## src/core/cadr_pkg.sv

```systemverilog
// Constants, types and register map of the counter array data registers.
// Summary of operation
// - Counter low byte readable, writable, resets zero.
// - Counter high byte separate register, resets zero.
// - High byte reads return snapshot latch.
// - Watchdog enabled blocks counter low writes.
// - Watchdog enabled blocks counter high writes.
// - Six module compare low bytes, reset zero.
// - Six module compare high bytes, reset zero.
// - Low address alternatively reaches reload low byte.
// - High address alternatively reaches reload high byte.
// - Auto reload select chooses compare or reload.
// - Compare low write clears comparator enable.
// - Compare high write sets comparator enable.
// - Comparator enable turns on the match comparator.
// - Watchdog enabled locks module five mode register.
// - Cycle length field selects 8-11 bit cycles.
package cadr_pkg;

	localparam int CADR_NCH = 6;

	localparam logic [7:0] CADR_ADDR_CNT_LO = 8'hf9;
	localparam logic [7:0] CADR_ADDR_CNT_HI = 8'hfa;

	// Index i holds module i; module 5 sits in the top slot.
	localparam logic [5:0][7:0] CADR_ADDR_CPL = {
		8'hd2, 8'hfd, 8'hed, 8'heb, 8'he9, 8'hfb
	};
	localparam logic [5:0][7:0] CADR_ADDR_CPH = {
		8'hd3, 8'hfe, 8'hee, 8'hec, 8'hea, 8'hfc
	};

	localparam logic [7:0]  CADR_RST_BYTE   = 8'h00;
	localparam logic [15:0] CADR_RST_WORD   = 16'h0000;
	localparam logic        CADR_RST_ENABLE = 1'b0;
	localparam logic [7:0]  CADR_RD_UNMAPPED = 8'h00;

	localparam logic [15:0] CADR_MASK_8  = 16'h00ff;
	localparam logic [15:0] CADR_MASK_9  = 16'h01ff;
	localparam logic [15:0] CADR_MASK_10 = 16'h03ff;
	localparam logic [15:0] CADR_MASK_11 = 16'h07ff;
	localparam logic [15:0] CADR_MASK_16 = 16'hffff;

	typedef enum logic [1:0] {
		CADR_CL_8  = 2'h0,
		CADR_CL_9  = 2'h1,
		CADR_CL_10 = 2'h2,
		CADR_CL_11 = 2'h3
	} cadr_cycle_length_select_e;

	typedef struct packed {
		logic [7:0] addr;
		logic       wr;
		logic       rd;
		logic [7:0] wdata;
	} cadr_sfr_req_s;

	typedef struct packed {
		logic        watchdog_enable;
		logic        auto_reload_select;
		cadr_cycle_length_select_e cycle_length_select;
	} cadr_mode_s;

endpackage

```

## src/core/cadr_data_regs.sv

```systemverilog
// Counter array data registers: counter bytes, snapshot, six modules.
module cadr_data_regs
	import cadr_pkg::*;
(
	input  wire logic                mclk,
	input  wire logic                resetn,
	input  wire cadr_sfr_req_s       sfr_req,
	input  wire cadr_mode_s          mode,
	input  wire logic                count_tick,
	input  wire logic [CADR_NCH-1:0] pwm_enable,
	input  wire logic [CADR_NCH-1:0] pwm16_enable,
	output logic      [7:0]          sfr_rdata,
	output logic      [15:0]         array_counter,
	output logic      [CADR_NCH-1:0] comparator_enable,
	output logic      [CADR_NCH-1:0] compare_match,
	output logic                     module5_mode_lock,
	output logic                     pwm_cycle_wrap
);

	logic [15:0]         counter_r;
	logic [15:0]         counter_nxt;
	logic [7:0]          snap_r;
	logic [7:0]          rdata_r;
	logic [7:0]          rdata_nxt;
	logic                lock_r;
	logic                wrap_r;
	logic                wrap_nxt;
	logic [15:0]         cl_mask;
	logic                wr_cnt_lo;
	logic                wr_cnt_hi;
	logic                rd_cnt_lo;
	logic                rd_cnt_hi;
	logic [CADR_NCH-1:0] wr_lo;
	logic [CADR_NCH-1:0] wr_hi;
	logic [CADR_NCH-1:0] reload_now;
	logic [15:0]         cmp_val [CADR_NCH];
	logic [15:0]         rld_val [CADR_NCH];
	logic [7:0]          ch_rd   [CADR_NCH];

	assign sfr_rdata         = rdata_r;
	assign array_counter     = counter_r;
	assign module5_mode_lock = lock_r;
	assign pwm_cycle_wrap    = wrap_r;

	assign wr_cnt_lo = sfr_req.wr && (sfr_req.addr == CADR_ADDR_CNT_LO);
	assign wr_cnt_hi = sfr_req.wr && (sfr_req.addr == CADR_ADDR_CNT_HI);
	assign rd_cnt_lo = sfr_req.rd && (sfr_req.addr == CADR_ADDR_CNT_LO);
	assign rd_cnt_hi = sfr_req.rd && (sfr_req.addr == CADR_ADDR_CNT_HI);

	always_comb
	begin
		case (mode.cycle_length_select)
			CADR_CL_8:  cl_mask = CADR_MASK_8;
			CADR_CL_9:  cl_mask = CADR_MASK_9;
			CADR_CL_10: cl_mask = CADR_MASK_10;
			CADR_CL_11: cl_mask = CADR_MASK_11;
			default:    cl_mask = CADR_MASK_8;
		endcase
	end

	// A permitted software write replaces the byte and skips that tick;
	// the count lost is one, and software rewrote the counter anyway.
	always_comb
	begin
		counter_nxt = counter_r;
		if (wr_cnt_lo && !mode.watchdog_enable)
			counter_nxt[7:0] = sfr_req.wdata;
		else if (wr_cnt_hi && !mode.watchdog_enable)
			counter_nxt[15:8] = sfr_req.wdata;
		else if (count_tick)
			counter_nxt = counter_r + 16'h0001;
	end

	always_ff @(posedge mclk or negedge resetn)
	begin
		if (!resetn)
			counter_r <= CADR_RST_WORD;
		else
			counter_r <= counter_nxt;
	end

	// The snapshot keeps a low-then-high read pair coherent even while
	// the counter keeps running between the two reads.
	always_ff @(posedge mclk or negedge resetn)
	begin
		if (!resetn)
			snap_r <= CADR_RST_BYTE;
		else if (rd_cnt_lo)
			snap_r <= counter_r[15:8];
	end

	assign wrap_nxt = count_tick && ((counter_r & cl_mask) == cl_mask);

	always_ff @(posedge mclk or negedge resetn)
	begin
		if (!resetn)
			wrap_r <= 1'b0;
		else
			wrap_r <= wrap_nxt;
	end

	always_ff @(posedge mclk or negedge resetn)
	begin
		if (!resetn)
			lock_r <= 1'b0;
		else
			lock_r <= mode.watchdog_enable;
	end

	for (genvar i = 0; i < CADR_NCH; i++)
	begin : g_ch
		logic [15:0] mask;
		logic [15:0] sel;

		assign wr_lo[i] = sfr_req.wr && (sfr_req.addr == CADR_ADDR_CPL[i]);
		assign wr_hi[i] = sfr_req.wr && (sfr_req.addr == CADR_ADDR_CPH[i]);
		assign mask = pwm16_enable[i] ? CADR_MASK_16 : cl_mask;
		assign reload_now[i] = wrap_nxt && pwm_enable[i] && !pwm16_enable[i];
		assign sel = mode.auto_reload_select ? rld_val[i] : cmp_val[i];

		always_comb
		begin
			ch_rd[i] = CADR_RD_UNMAPPED;
			if (sfr_req.addr == CADR_ADDR_CPL[i])
				ch_rd[i] = sel[7:0];
			else if (sfr_req.addr == CADR_ADDR_CPH[i])
				ch_rd[i] = sel[15:8];
		end

		cadr_channel u_ch (
			.mclk               (mclk),
			.resetn             (resetn),
			.wr_lo              (wr_lo[i]),
			.wr_hi              (wr_hi[i]),
			.auto_reload_select (mode.auto_reload_select),
			.wdata              (sfr_req.wdata),
			.reload_now         (reload_now[i]),
			.cyc_mask           (mask),
			.count              (counter_r),
			.compare_value      (cmp_val[i]),
			.reload_value       (rld_val[i]),
			.comparator_enable  (comparator_enable[i]),
			.compare_match      (compare_match[i])
		);

	end

	always_comb
	begin
		rdata_nxt = CADR_RD_UNMAPPED;
		if (sfr_req.addr == CADR_ADDR_CNT_LO)
			rdata_nxt = counter_r[7:0];
		else if (sfr_req.addr == CADR_ADDR_CNT_HI)
			rdata_nxt = snap_r;
		for (int k = 0; k < CADR_NCH; k++)
			rdata_nxt = rdata_nxt | ch_rd[k];
	end

	// Read data is registered and holds until the next read strobe.
	always_ff @(posedge mclk or negedge resetn)
	begin
		if (!resetn)
			rdata_r <= CADR_RST_BYTE;
		else if (sfr_req.rd)
			rdata_r <= rdata_nxt;
	end
endmodule // cadr_data_regs

```

## src/core/cadr_channel.sv

```systemverilog
// One capture/compare module: compare value, reload value, enable, match.
module cadr_channel
	import cadr_pkg::*;
(
	input  wire logic        mclk,
	input  wire logic        resetn,
	input  wire logic        wr_lo,
	input  wire logic        wr_hi,
	input  wire logic        auto_reload_select,
	input  wire logic [7:0]  wdata,
	input  wire logic        reload_now,
	input  wire logic [15:0] cyc_mask,
	input  wire logic [15:0] count,
	output logic      [15:0] compare_value,
	output logic      [15:0] reload_value,
	output logic             comparator_enable,
	output logic             compare_match
);

	always_ff @(posedge mclk or negedge resetn)
	begin
		if (!resetn)
			compare_value <= CADR_RST_WORD;
		else if ((wr_lo || wr_hi) && !auto_reload_select)
		begin
			if (wr_lo)
				compare_value[7:0] <= wdata;
			if (wr_hi)
				compare_value[15:8] <= wdata;
		end
		else if (reload_now)
			compare_value <= reload_value;
	end

	always_ff @(posedge mclk or negedge resetn)
	begin
		if (!resetn)
			reload_value <= CADR_RST_WORD;
		else if (auto_reload_select)
		begin
			if (wr_lo)
				reload_value[7:0] <= wdata;
			if (wr_hi)
				reload_value[15:8] <= wdata;
		end
	end

	// The enable follows the address, whichever value the write reached.
	always_ff @(posedge mclk or negedge resetn)
	begin
		if (!resetn)
			comparator_enable <= CADR_RST_ENABLE;
		else if (wr_lo)
			comparator_enable <= 1'b0;
		else if (wr_hi)
			comparator_enable <= 1'b1;
	end

	always_ff @(posedge mclk or negedge resetn)
	begin
		if (!resetn)
			compare_match <= 1'b0;
		else
			compare_match <= comparator_enable &&
				((count & cyc_mask) == (compare_value & cyc_mask));
	end

endmodule // cadr_channel

```

## config.mk

```make
export PLATFORM = sky130hd
export DESIGN_NAME = cadr_data_regs
export DESIGN_NICKNAME = d
export VERILOG_FILES = /design/src/core/cadr_pkg.sv /design/src/core/cadr_data_regs.sv /design/src/core/cadr_channel.sv
export SDC_FILE = /design/constraint.sdc
export NUM_CORES = 1
export LEC_CHECK = 0
export BUFFER_PORTS_ARGS = -buffer_cell sky130_fd_sc_hd__buf_2
export CAP_MARGIN = 20
export CORE_ASPECT_RATIO = 1.5
export CORE_UTILIZATION = 40
export CTS_CLUSTER_DIAMETER = 100
export DETAILED_ROUTE_END_ITERATION = 8
export SKIP_LAST_GASP = 1
export SYNTH_ARGS = -nofsm -noshare
export SYNTH_HDL_FRONTEND = slang
export SYNTH_SLANG_ARGS = --single-unit
```

## constraint.sdc

```tcl
create_clock -name mclk -period 2.6 [get_ports mclk]
set_input_delay 0.13 -clock mclk [delete_from_list [all_inputs] [get_ports mclk]]
set_output_delay 0.13 -clock mclk [all_outputs]
set_load 0.01 [all_outputs]
```

==> metrics, run 1 <==
outcome=complete, no violations; crit path max fanout=11; die area=35400 µm²; Final Routed Wirelength=45200 µm; Post-DP HPWL=31100 µm; clock root cell=clkbuf_16; CP max-delay cell=o32ai_4; Tcrit/Tclk final=a little over nine tenths; CP Capture Type=flop; Worst Hold Launch=count_tick; number of vias per cell=6.01; sequential element share of the synthesized area=43.0%; pre-CTS setup slack=0.137 ns; CTS clock-pin slew for the worst setup and hold paths=0.07 ns; post-route cell area=15900 µm²; Yosys reg bits=238; Mapped Nets=1209; setup ws final=between 0.1 and 0.15 ns; CP Data Arrival Time=2.89 ns; Post-synth EDFFs=0; synth cell count leaders=mux2_2 (296), dfrtp_1 (238), mux2i_1 (95); Antenna Nets Post-Route=0; final RePlAce weighted congestion=0.888; Hold Crit Class=primary input to flop; share of layout cells above drive strength 1=39.6%; crit path to=g_ch[0].u_ch.compare_value[1]; Pre-Repair DR Iteration Count=5; ys async rst share=100%; initial core utilization=between 40% and 50%; max_slew headroom=43.3%; placed cell count=1649; Vert. Die Dim=230 µm; dpl cell area=15000 µm²; first-pass GRT wire length=67600 µm; CTS resizes=0; IO Port Bufs=74; Initial DRC Count=697; Layout Cells excl Fill=1700; cell taking the most area after synthesis=dfrtp_1; Max IR drop VDD=0.369 mV; top cells by area, synth=dfrtp_1 (43%), mux2_2 (24%), mux2i_1 (6.9%), xor2_1 (3.5%), xnor2_1 (3.1%); Yosys cell types=59; die width=154 µm; worst skew pair latency=0.54 ns; R2R cell count=7; reg-to-reg slack, setup=0.14 ns; Worst EP required=3.03 ns; nets@finish=roughly 1300; Crit. Startpoint=array_counter[0]; worst path cell trace=ha_1, and3_1, nand3_1, a211o_1, buf_12, o32ai_4, mux2_2; CP Class=flop to flop; worst r2r src=array_counter[0]; Power, Total=9.46 mW; Min Hold Slack=about 0.14 ns; Bufs and invs on worst path=1; Slew Viols, Final=0; critical path launch point type=flop; vias in the first global route=10300; Final Setup Violations=0; Num CTS Buffers=25; Mapped Cells=1171; WL per Instance=26.6 µm; Critical Path Max Stage Delay=~0.52 ns; count leader, synth=mux2_2; largest net degree at the start of global routing=94; Global Route Usage Sum=between 20% and 30%; Most used DFF post-synth=dfrtp_1; Area growth syn-to-layout=14.7%; n_diodes=0; PwrDens=595 nW/µm²; Worst-Margin Slew=0.850 ns; CTS sink cnt=238; CP delay by family, top=compound AO/OA/AOI/OAI gates; syn_area_per_cell=11.8 µm²; Layout Utilization=46.5%; via count=10200; Peak Freq=roughly 410 MHz; Final Hold Vio Count=0; Final Skew=0.0108 ns; CTS tree=yes; Residual DRC=0; Pleak=7.60 nW; Reg-to-Reg End=g_ch[0].u_ch.compare_value[1]; I/O Pins=75; clock buffer depth=3; yosys warns=0; initial antenna violation count=0; critical path depth in cells=7; total negative slack=0 ns; gr ovfl total=0; post-synthesis cell area=13900 µm²; top cell type's share of synthesized area=43.0%; Rows=83; Max-Cap Viols=0; core footprint=approximately 34000 µm²; H-tree depth=1; minimum clock period=2.46 ns; RSZ-0062 raised after global routing=false
## how the worst min path moves through the flow
stage,endpoint,slack [ns],cells past startpoint
after CTS,array_counter[2],0.14,4
after floorplan,array_counter[0],-0.17,0
after detailed placement,g_ch[0].u_ch.reload_value[7],0.21,1
final,array_counter[2],0.14,4
after global routing,array_counter[2],0.18,4
after global placement,g_ch[0].u_ch.reload_value[7],0.21,1
## tightest hold or removal path: cells and delay by family
family	cells	cell delay [ns]
compound gates	1	0.07
xor+xnor	1	0.12
buf+inv	1	0.14
simple gates	1	0.19
## where the power goes
group	total, mW	switching (mW)	leakage [nW]	internal, mW
registers	3.93	0.107	3.28	3.83
logic	1.80	1.15	3.90	0.653
clock network	3.72	1.55	0.414	2.17
total	9.46	2.81	7.60	6.65
## layout make-up
class | count | area, µm²
well taps | 425 | 532
clock inverters | 12 | 145
fillers | 3102 | 18300
clock buffers | 31 | 688
repair buffers | 154 | 1110
inverters | 8 | 30.0
multi-input cells | 832 | 7440
flip-flops and latches | 238 | 5960
## what timing repair did
item | in CTS | in global routing
hold endpoints to repair | 94 | 0
endpoints found under the setup margin | 0 | 1
hold buffers | 8 | 0
setup buffers | 0 | 0
## state kept, by name, summed over array words and instances, names as in the netlist
register / count
array_counter: 16
g_ch.u_ch.comparator_enable: 6
g_ch.u_ch.compare_match: 6
g_ch.u_ch.compare_value: 96
g_ch.u_ch.reload_value: 96
module5_mode_lock: 1
pwm_cycle_wrap: 1
sfr_rdata: 8
snap_r: 8
## per-layer routing
layer	share of wire, %	GRT usage (%)
met1	38	30.0
met2	51	44.7
met3	4.3	2.77
met4	7.0	17.2
met5	0	0
## cells in the final DEF, fill, tap and decap left out, types with 4 or more instances in the layout
cell,n
clkinv_2,6
a21oi_1,23
o21ai_0,35
nor2_1,53
o41ai_1,4
mux2i_1,95
mux2_2,296
a22oi_1,5
xnor2_1,49
inv_1,8
nand2b_1,6
nor3_1,9
o22a_1,4
buf_4,64
buf_12,8
o2111ai_1,4
nand3_1,17
and3_1,7
xor2_1,56
a31oi_1,6
nand2_1,22
o32ai_1,4
nor4_1,12
o32ai_4,10
dlygate4sd3_1,8
clkbuf_8,4
o31ai_1,7
dfrtp_1,238
nand4b_1,6
nand4_1,16
o22ai_1,34
clkbuf_16,25
buf_2,72
## cell families after synthesis
| group | count (synthesis) | synth area share (%) |
|---|---|---|
| buffers and inverters | 101 | 3.44 |
| AOI/OAI and AO/OA | 161 | 9.14 |
| DFF | 238 | 43.0 |
| adders and majority gates | 1 | 0.0903 |
| and+or+nand+nor | 173 | 6.65 |
| xor gates and xnor gates | 105 | 6.64 |
| muxes | 392 | 31.1 |
(Power assumes the default switching activity.)
==> run 2, diff against run 1 <==
CAP_MARGIN = unset   (was 20)
CORE_MARGIN = 2   (was unset)
==> run 2 against run 1 <==
Critical path type unchanged. Cell count is 0.59% higher. Routed wire length rose by 1.1%. Critical endpoint is now g_ch[2].u_ch.compare_value[10]. Non-clock buffer count increased by 9. Clock skew shrank 0.0026 ns. Sequential cell count unchanged. Largest cell class unchanged. Combinational power is essentially flat. Die area grew 2.2%. Count of clock-buffer cells in the layout rose by 4.
==> metrics, run 2 (synthesis gave the netlist of run 1 again) <==
outcome=complete, no violations (unchanged); total negative slack=0 ns (unchanged); Final Hold Vio Count=0 (unchanged); R2R cell count=7 (unchanged); Final Skew=0.00818 ns (was 0.0108 ns); Residual DRC=0 (unchanged); Layout Utilization=46.6% (was 46.5%); clock network power share=38.9% (was 39.3%); die width=156 µm (was 154 µm); IO Port Bufs=74 (unchanged); hold path cells=4 (unchanged); worst path cell trace=ha_1, and3_1, nand3_1, a211o_1, buf_4, o32ai_4, mux2_2 (was ha_1, and3_1, nand3_1, a211o_1, buf_12, o32ai_4, mux2_2); share of layout cells above drive strength 1=40.0% (was 39.6%); n_diodes=0 (unchanged); Bufs and invs on worst path=1 (unchanged); Power, Total=9.43 mW (was 9.46 mW); initial core utilization=40.6% (unchanged); crit path max fanout=8 (was 11); CP Class=flop to flop (unchanged); CTS tree=yes (unchanged); P_sw=2.81 mW (about the same); Post-DP HPWL=31800 µm (was 31100 µm); Pleak=7.62 nW (was 7.60 nW); via count=10200 (about the same); critical path launch point type=flop (unchanged); Slew Viols, Final=0 (unchanged); Vert. Die Dim=232 µm (was 230 µm); PwrDens=592 nW/µm² (was 595 nW/µm²); Hold Crit Class=primary input to flop (unchanged); dpl cell area=15000 µm² (about the same); sw frac=29.8% (was 29.7%); Seq pwr share=41.7% (was 41.6%); gr ovfl total=0 (unchanged); die area=36200 µm² (was 35400 µm²); critical path depth in cells=7 (unchanged); worst skew pair latency=0.54 ns (about the same); Worst EP required=3.02 ns (was 3.03 ns); vias in the first global route=10700 (was 10300); Antenna Nets Post-Route=0 (unchanged); RSZ-0062 raised after global routing=false (unchanged); reg-to-reg slack, setup=0.16 ns (was 0.14 ns); post-route cell area=15900 µm² (about the same); Comb pwr share=19.4% (was 19.1%); commonest non-fill, non-tap cell in the layout=mux2_2 (unchanged); setup ws final=0.164 ns (was 0.138 ns); Peak Freq=411 MHz (was 406 MHz); pre-CTS setup slack=0.167 ns (was 0.137 ns); Num CTS Buffers=24 (was 25); CTS clock-pin slew for the worst setup and hold paths=0.06 ns (was 0.07 ns); CP Data Arrival Time=2.86 ns (was 2.89 ns); leading cell types in the layout, fill and taps excluded=mux2_2 (296), dfrtp_1 (238), mux2i_1 (95), buf_4 (76), buf_2 (72) (was mux2_2 (296), dfrtp_1 (238), mux2i_1 (95), buf_2 (72), buf_4 (64)); Worst-Margin Slew=0.827 ns (was 0.850 ns); Global Route Usage Sum=25.5% (was 25.8%); CP max-delay cell=o32ai_4 (unchanged); Initial DRC Count=546 (was 697); Rows=83 (unchanged); max_slew headroom=44.8% (was 43.3%); Final Routed Wirelength=45700 µm (was 45200 µm); number of vias per cell=5.97 (was 6.01); largest net degree at the start of global routing=86 (was 94); Tcrit/Tclk final=93.7% (was 94.7%); WL per Instance=26.7 µm (was 26.6 µm); CP delay by family, top=compound AO/OA/AOI/OAI gates (unchanged); clock buffer depth=3 (unchanged); initial antenna violation count=0 (unchanged); internal power=6.62 mW (was 6.65 mW); Final Setup Violations=0 (unchanged); Layout Cells excl Fill=1710 (was 1700); minimum clock period=2.44 ns (was 2.46 ns); I/O Pins=75 (unchanged); CP Capture Type=flop (unchanged); Critical Path Max Stage Delay=0.53 ns (was 0.52 ns); setup bufs post-CTS=0 (unchanged); Area growth syn-to-layout=14.9% (was 14.7%); H-tree depth=1 (unchanged); Max IR drop VDD=0.353 mV (was 0.369 mV); CTS sink cnt=238 (unchanged); placed cell count=1659 (was 1649); first-pass GRT wire length=68100 µm (was 67600 µm); nets@finish=1305 (was 1297); core footprint=34200 µm² (unchanged); Pre-Repair DR Iteration Count=5 (unchanged); Max-Cap Viols=0 (unchanged); clock root cell=clkbuf_16 (unchanged); final RePlAce weighted congestion=0.869 (was 0.888); Min Hold Slack=0.0199 ns (was 0.144 ns)
-- run 2: cell count changes in the layout (fill, tap and decap cells not counted) --
cell / previous run / this run
buf_4: 64 / 76
buf_12: 8 / 6
clkbuf_1: 2 / 4
clkbuf_8: 4 / 6
bufinv_16: 3 / 2
clkinv_2: 6 / 7
clkinv_4: 1 / 0
clkinvlp_4: 1 / 0
dlygate4sd3_1: 8 / 7
inv_6: 1 / 0
-- run 2: final timing paths --
path	from	endpoint
setup reg to reg	array_counter[0]	g_ch[2].u_ch.compare_value[10]
hold reg to reg	sfr_rdata[2]	sfr_rdata[2]
hold / removal	pwm16_enable[3]	g_ch[3].u_ch.compare_match
min in group asynchronous	resetn	g_ch[1].u_ch.compare_value[1]
setup / recovery	array_counter[0]	g_ch[2].u_ch.compare_value[10]
max in group asynchronous	resetn	g_ch[0].u_ch.compare_value[10]
-- run 2: worst reg2reg max path: cells and delay by family, from the launching register on --
kind / cells / cell delay [ns]
compound gates: 2 / 0.84
fa+ha+maj: 1 / 0.15
buf+inv: 1 / 0.21
flops: 1 / 0.35
mux: 1 / 0.40
simple gates: 2 / 0.36
-- run 2: cell type report --
class / count / area (µm²)
Fill cell: 3145 / 18200
Multi-Input combinational cell: 832 / 7440
Sequential cell: 238 / 5960
Inverter: 8 / 30.0
Clock buffer: 35 / 723
Clock inverter: 9 / 95.1
Timing Repair Buffer: 163 / 1150
Tap cell: 425 / 532
-- run 2: power by group through the flow --
stage	clock network [mW]	logic, mW	registers [mW]
2_1_floorplan	0	0.953	4.01
3_3_place_gp	0	1.79	3.99
3_5_place_dp	0	1.79	4.00
4_1_cts	3.74	1.81	3.93
5_1_grt	3.87	1.91	3.94
6_report	3.67	1.83	3.93
-- run 2: timing repair --
item	CTS	global route
hold endpoints to repair	136	0
hold buffers	7	0
resized for setup	0	0
-- run 2: layer usage --
metal | vias to the layer above | part of all wire [%] | GRT usage (%)
li1 | 4492 | - | -
met1 | 5226 | 38 | 29.8
met2 | 339 | 50 | 43.7
met3 | 154 | 4.7 | 3.00
met4 | 0 | 7.4 | 17.0
met5 | - | 0 | 0
==> run 3, diff against run 2 <==
CORE_ASPECT_RATIO = 1.25   (was 1.5)
==> run 3 against run 2 <==
Clock skew rose by 0.0081 ns. Power rose by 0.90%. Routed wire length fell by 2.4%. Largest cell class unchanged. Largest power group unchanged.
==> metrics, run 3 (synthesis gave the netlist of run 1 again) <==
clock root cell=clkbuf_16 (unchanged); outcome=complete, no violations (unchanged); gr ovfl total=0 (unchanged); Pleak=7.64 nW (was 7.62 nW); first-pass GRT wire length=66600 µm (was 68100 µm); Worst-Margin Slew=0.829 ns (was 0.827 ns); crit path max fanout=8 (unchanged); Num CTS Buffers=26 (was 24); Final Setup Violations=0 (unchanged); Final Hold Vio Count=0 (unchanged); worst r2r src=array_counter[0] (unchanged); worst skew pair latency=0.55 ns (was 0.54 ns); Tcrit/Tclk final=95.3% (was 93.7%); Worst Hold Launch=mode[0] (was pwm16_enable[3]); initial core utilization=40.4% (was 40.6%); Slew Viols, Final=0 (unchanged); Post-DP HPWL=30500 µm (was 31800 µm); number of vias per cell=5.76 (was 5.97); max_slew headroom=44.7% (was 44.8%); Antenna Nets Post-Route=0 (unchanged); total negative slack=0 ns (unchanged); CTS clock-pin slew for the worst setup and hold paths=0.06 ns (about the same); area of the multi-input gates=7440 µm² (unchanged); minimum clock period=2.48 ns (was 2.44 ns); Pre-Repair DR Iteration Count=7 (was 5); Layout Utilization=46.8% (was 46.6%); I/O Pins=75 (unchanged); Area growth syn-to-layout=15.9% (was 14.9%); initial antenna violation count=2 (was 0); Final Routed Wirelength=44600 µm (was 45700 µm); Max-Cap Viols=0 (unchanged); reg-to-reg slack, setup=0.12 ns (was 0.16 ns); Final Skew=0.0163 ns (was 0.00818 ns); Hold Crit Class=primary input to flop (unchanged); share of layout cells above drive strength 1=39.8% (was 40.0%); register area=5960 µm² (unchanged); H-tree depth=1 (unchanged); RSZ-0062 raised after global routing=false (unchanged); CP Class=flop to flop (unchanged); hold path cells=2 (was 4); Initial DRC Count=777 (was 546); Residual DRC=0 (unchanged); PwrDens=592 nW/µm² (about the same); final RePlAce weighted congestion=0.921 (was 0.869); Rows=76 (was 83); CTS tree=yes (unchanged); CTS resizes=0 (unchanged); WL per Instance=25.4 µm (was 26.7 µm); die width=170 µm (was 156 µm); die area=36200 µm² (about the same); Vert. Die Dim=212 µm (was 232 µm); CTS sink cnt=238 (unchanged); largest net degree at the start of global routing=91 (was 86); CP Data Arrival Time=2.90 ns (was 2.86 ns); R2R cell count=7 (unchanged); leading cell types in the layout, fill and taps excluded=mux2_2 (296), dfrtp_1 (238), mux2i_1 (95), buf_4 (73), buf_2 (72) (was mux2_2 (296), dfrtp_1 (238), mux2i_1 (95), buf_4 (76), buf_2 (72)); core footprint=34300 µm² (was 34200 µm²); post-route cell area=16100 µm² (was 15900 µm²); critical path launch point type=flop (unchanged); Layout fillers=3112 (was 3145); Global Route Usage Sum=24.8% (was 25.5%); Worst Hold End=g_ch[5].u_ch.compare_match (was g_ch[3].u_ch.compare_match); clock buffer depth=3 (unchanged); Peak Freq=404 MHz (was 411 MHz); CP Capture Type=flop (unchanged); via count=10100 (was 10200); Worst EP required=3.03 ns (was 3.02 ns); IO Port Bufs=74 (unchanged); nets@finish=1308 (was 1305); Max IR drop VDD=0.505 mV (was 0.353 mV); Min Hold Slack=0.0909 ns (was 0.0199 ns); Reg-to-Reg End=g_ch[2].u_ch.compare_value[14] (was g_ch[2].u_ch.compare_value[10]); vias in the first global route=10200 (was 10700); dpl cell area=15100 µm² (was 15000 µm²); commonest non-fill, non-tap cell in the layout=mux2_2 (unchanged)
==> run 3: cell types whose count changed in the layout (fill, tap and decap cells not counted) <==
cell,previous run,this run
clkinvlp_4,0,2
buf_12,6,8
dlygate4sd3_1,7,10
bufinv_16,2,1
clkbuf_16,25,27
clkbuf_8,6,7
buf_4,76,73
inv_6,0,1
clkinv_2,7,3
buf_6,1,0
diode_2,0,2
clkbuf_1,4,6
==> run 3: metrics by stage <==
| step | setup slack [ns] | cells | total power [mW] |
|---|---|---|---|
| after floorplan | 0.363 | 1171 | 4.96 |
| after global placement | 0.165 | 1699 | 5.75 |
| after detailed placement | 0.135 | 1699 | 5.76 |
| after CTS | 0.121 | 1756 | 9.55 |
| after global routing | 0.00709 | 1759 | 9.80 |
| final | 0.123 | 1759 | 9.51 |
==> run 3: what timing repair did <==
| action | 4_1_cts | 5_1_grt |
|---|---|---|
| endpoints found under the hold margin | 99 | 0 |
| endpoints found under the setup margin | 0 | 19 |
| setup buffers | 0 | 1 |
| hold buffers | 10 | 0 |
==> run 3: how the worst max path moves through the flow <==
stage                     slack [ns]             start                             end  cells past startpoint
final                           0.12  array_counter[0]  g_ch[2].u_ch.compare_value[14]                      7
after detailed placement        0.13  array_counter[0]   g_ch[1].u_ch.compare_value[3]                      7
after CTS                       0.12  array_counter[0]   g_ch[4].u_ch.compare_value[3]                      7
after floorplan                 0.36  array_counter[6]   g_ch[0].u_ch.compare_value[0]                      7
after global placement          0.17  array_counter[0]  g_ch[1].u_ch.compare_value[11]                      7
after global routing           0.007  array_counter[1]   g_ch[4].u_ch.compare_value[1]                      7
==> run 3: critical path, stage by stage (launching register included) <==
cell	delay, ns
dfrtp_1	0.35
ha_1	0.16
and3_1	0.24
nand3_1	0.17
a211o_1	0.30
buf_4	0.22
o32ai_4	0.50
mux2_2	0.39
==> run 3: cell type report <==
cell class / instances / share of cell area (%)
clock buffers: 40 / 4.95
repair buffers: 164 / 7.37
diodes: 2 / 0.0312
well taps: 468 / 3.65
clock inverters: 7 / 0.428
multi-input cells: 832 / 46.3
inverters: 8 / 0.187
flip-flops and latches: 238 / 37.1
==> run 3: power by group <==
group          total (mW)  switching, mW  internal, mW
registers            3.92         0.0966          3.83
clock network        3.79           1.59          2.20
logic                1.80           1.15         0.649
total                9.51           2.84          6.68
==> run 3: per-layer routing <==
metal / wire length [µm] / up-vias / GRT usage (%)
met5: 0 / - / 0
li1: - / 4516 / -
met2: 21300 / 394 / 40.7
met3: 2470 / 122 / 3.03
met1: 18700 / 5102 / 32.6
met4: 2180 / 0 / 12.1
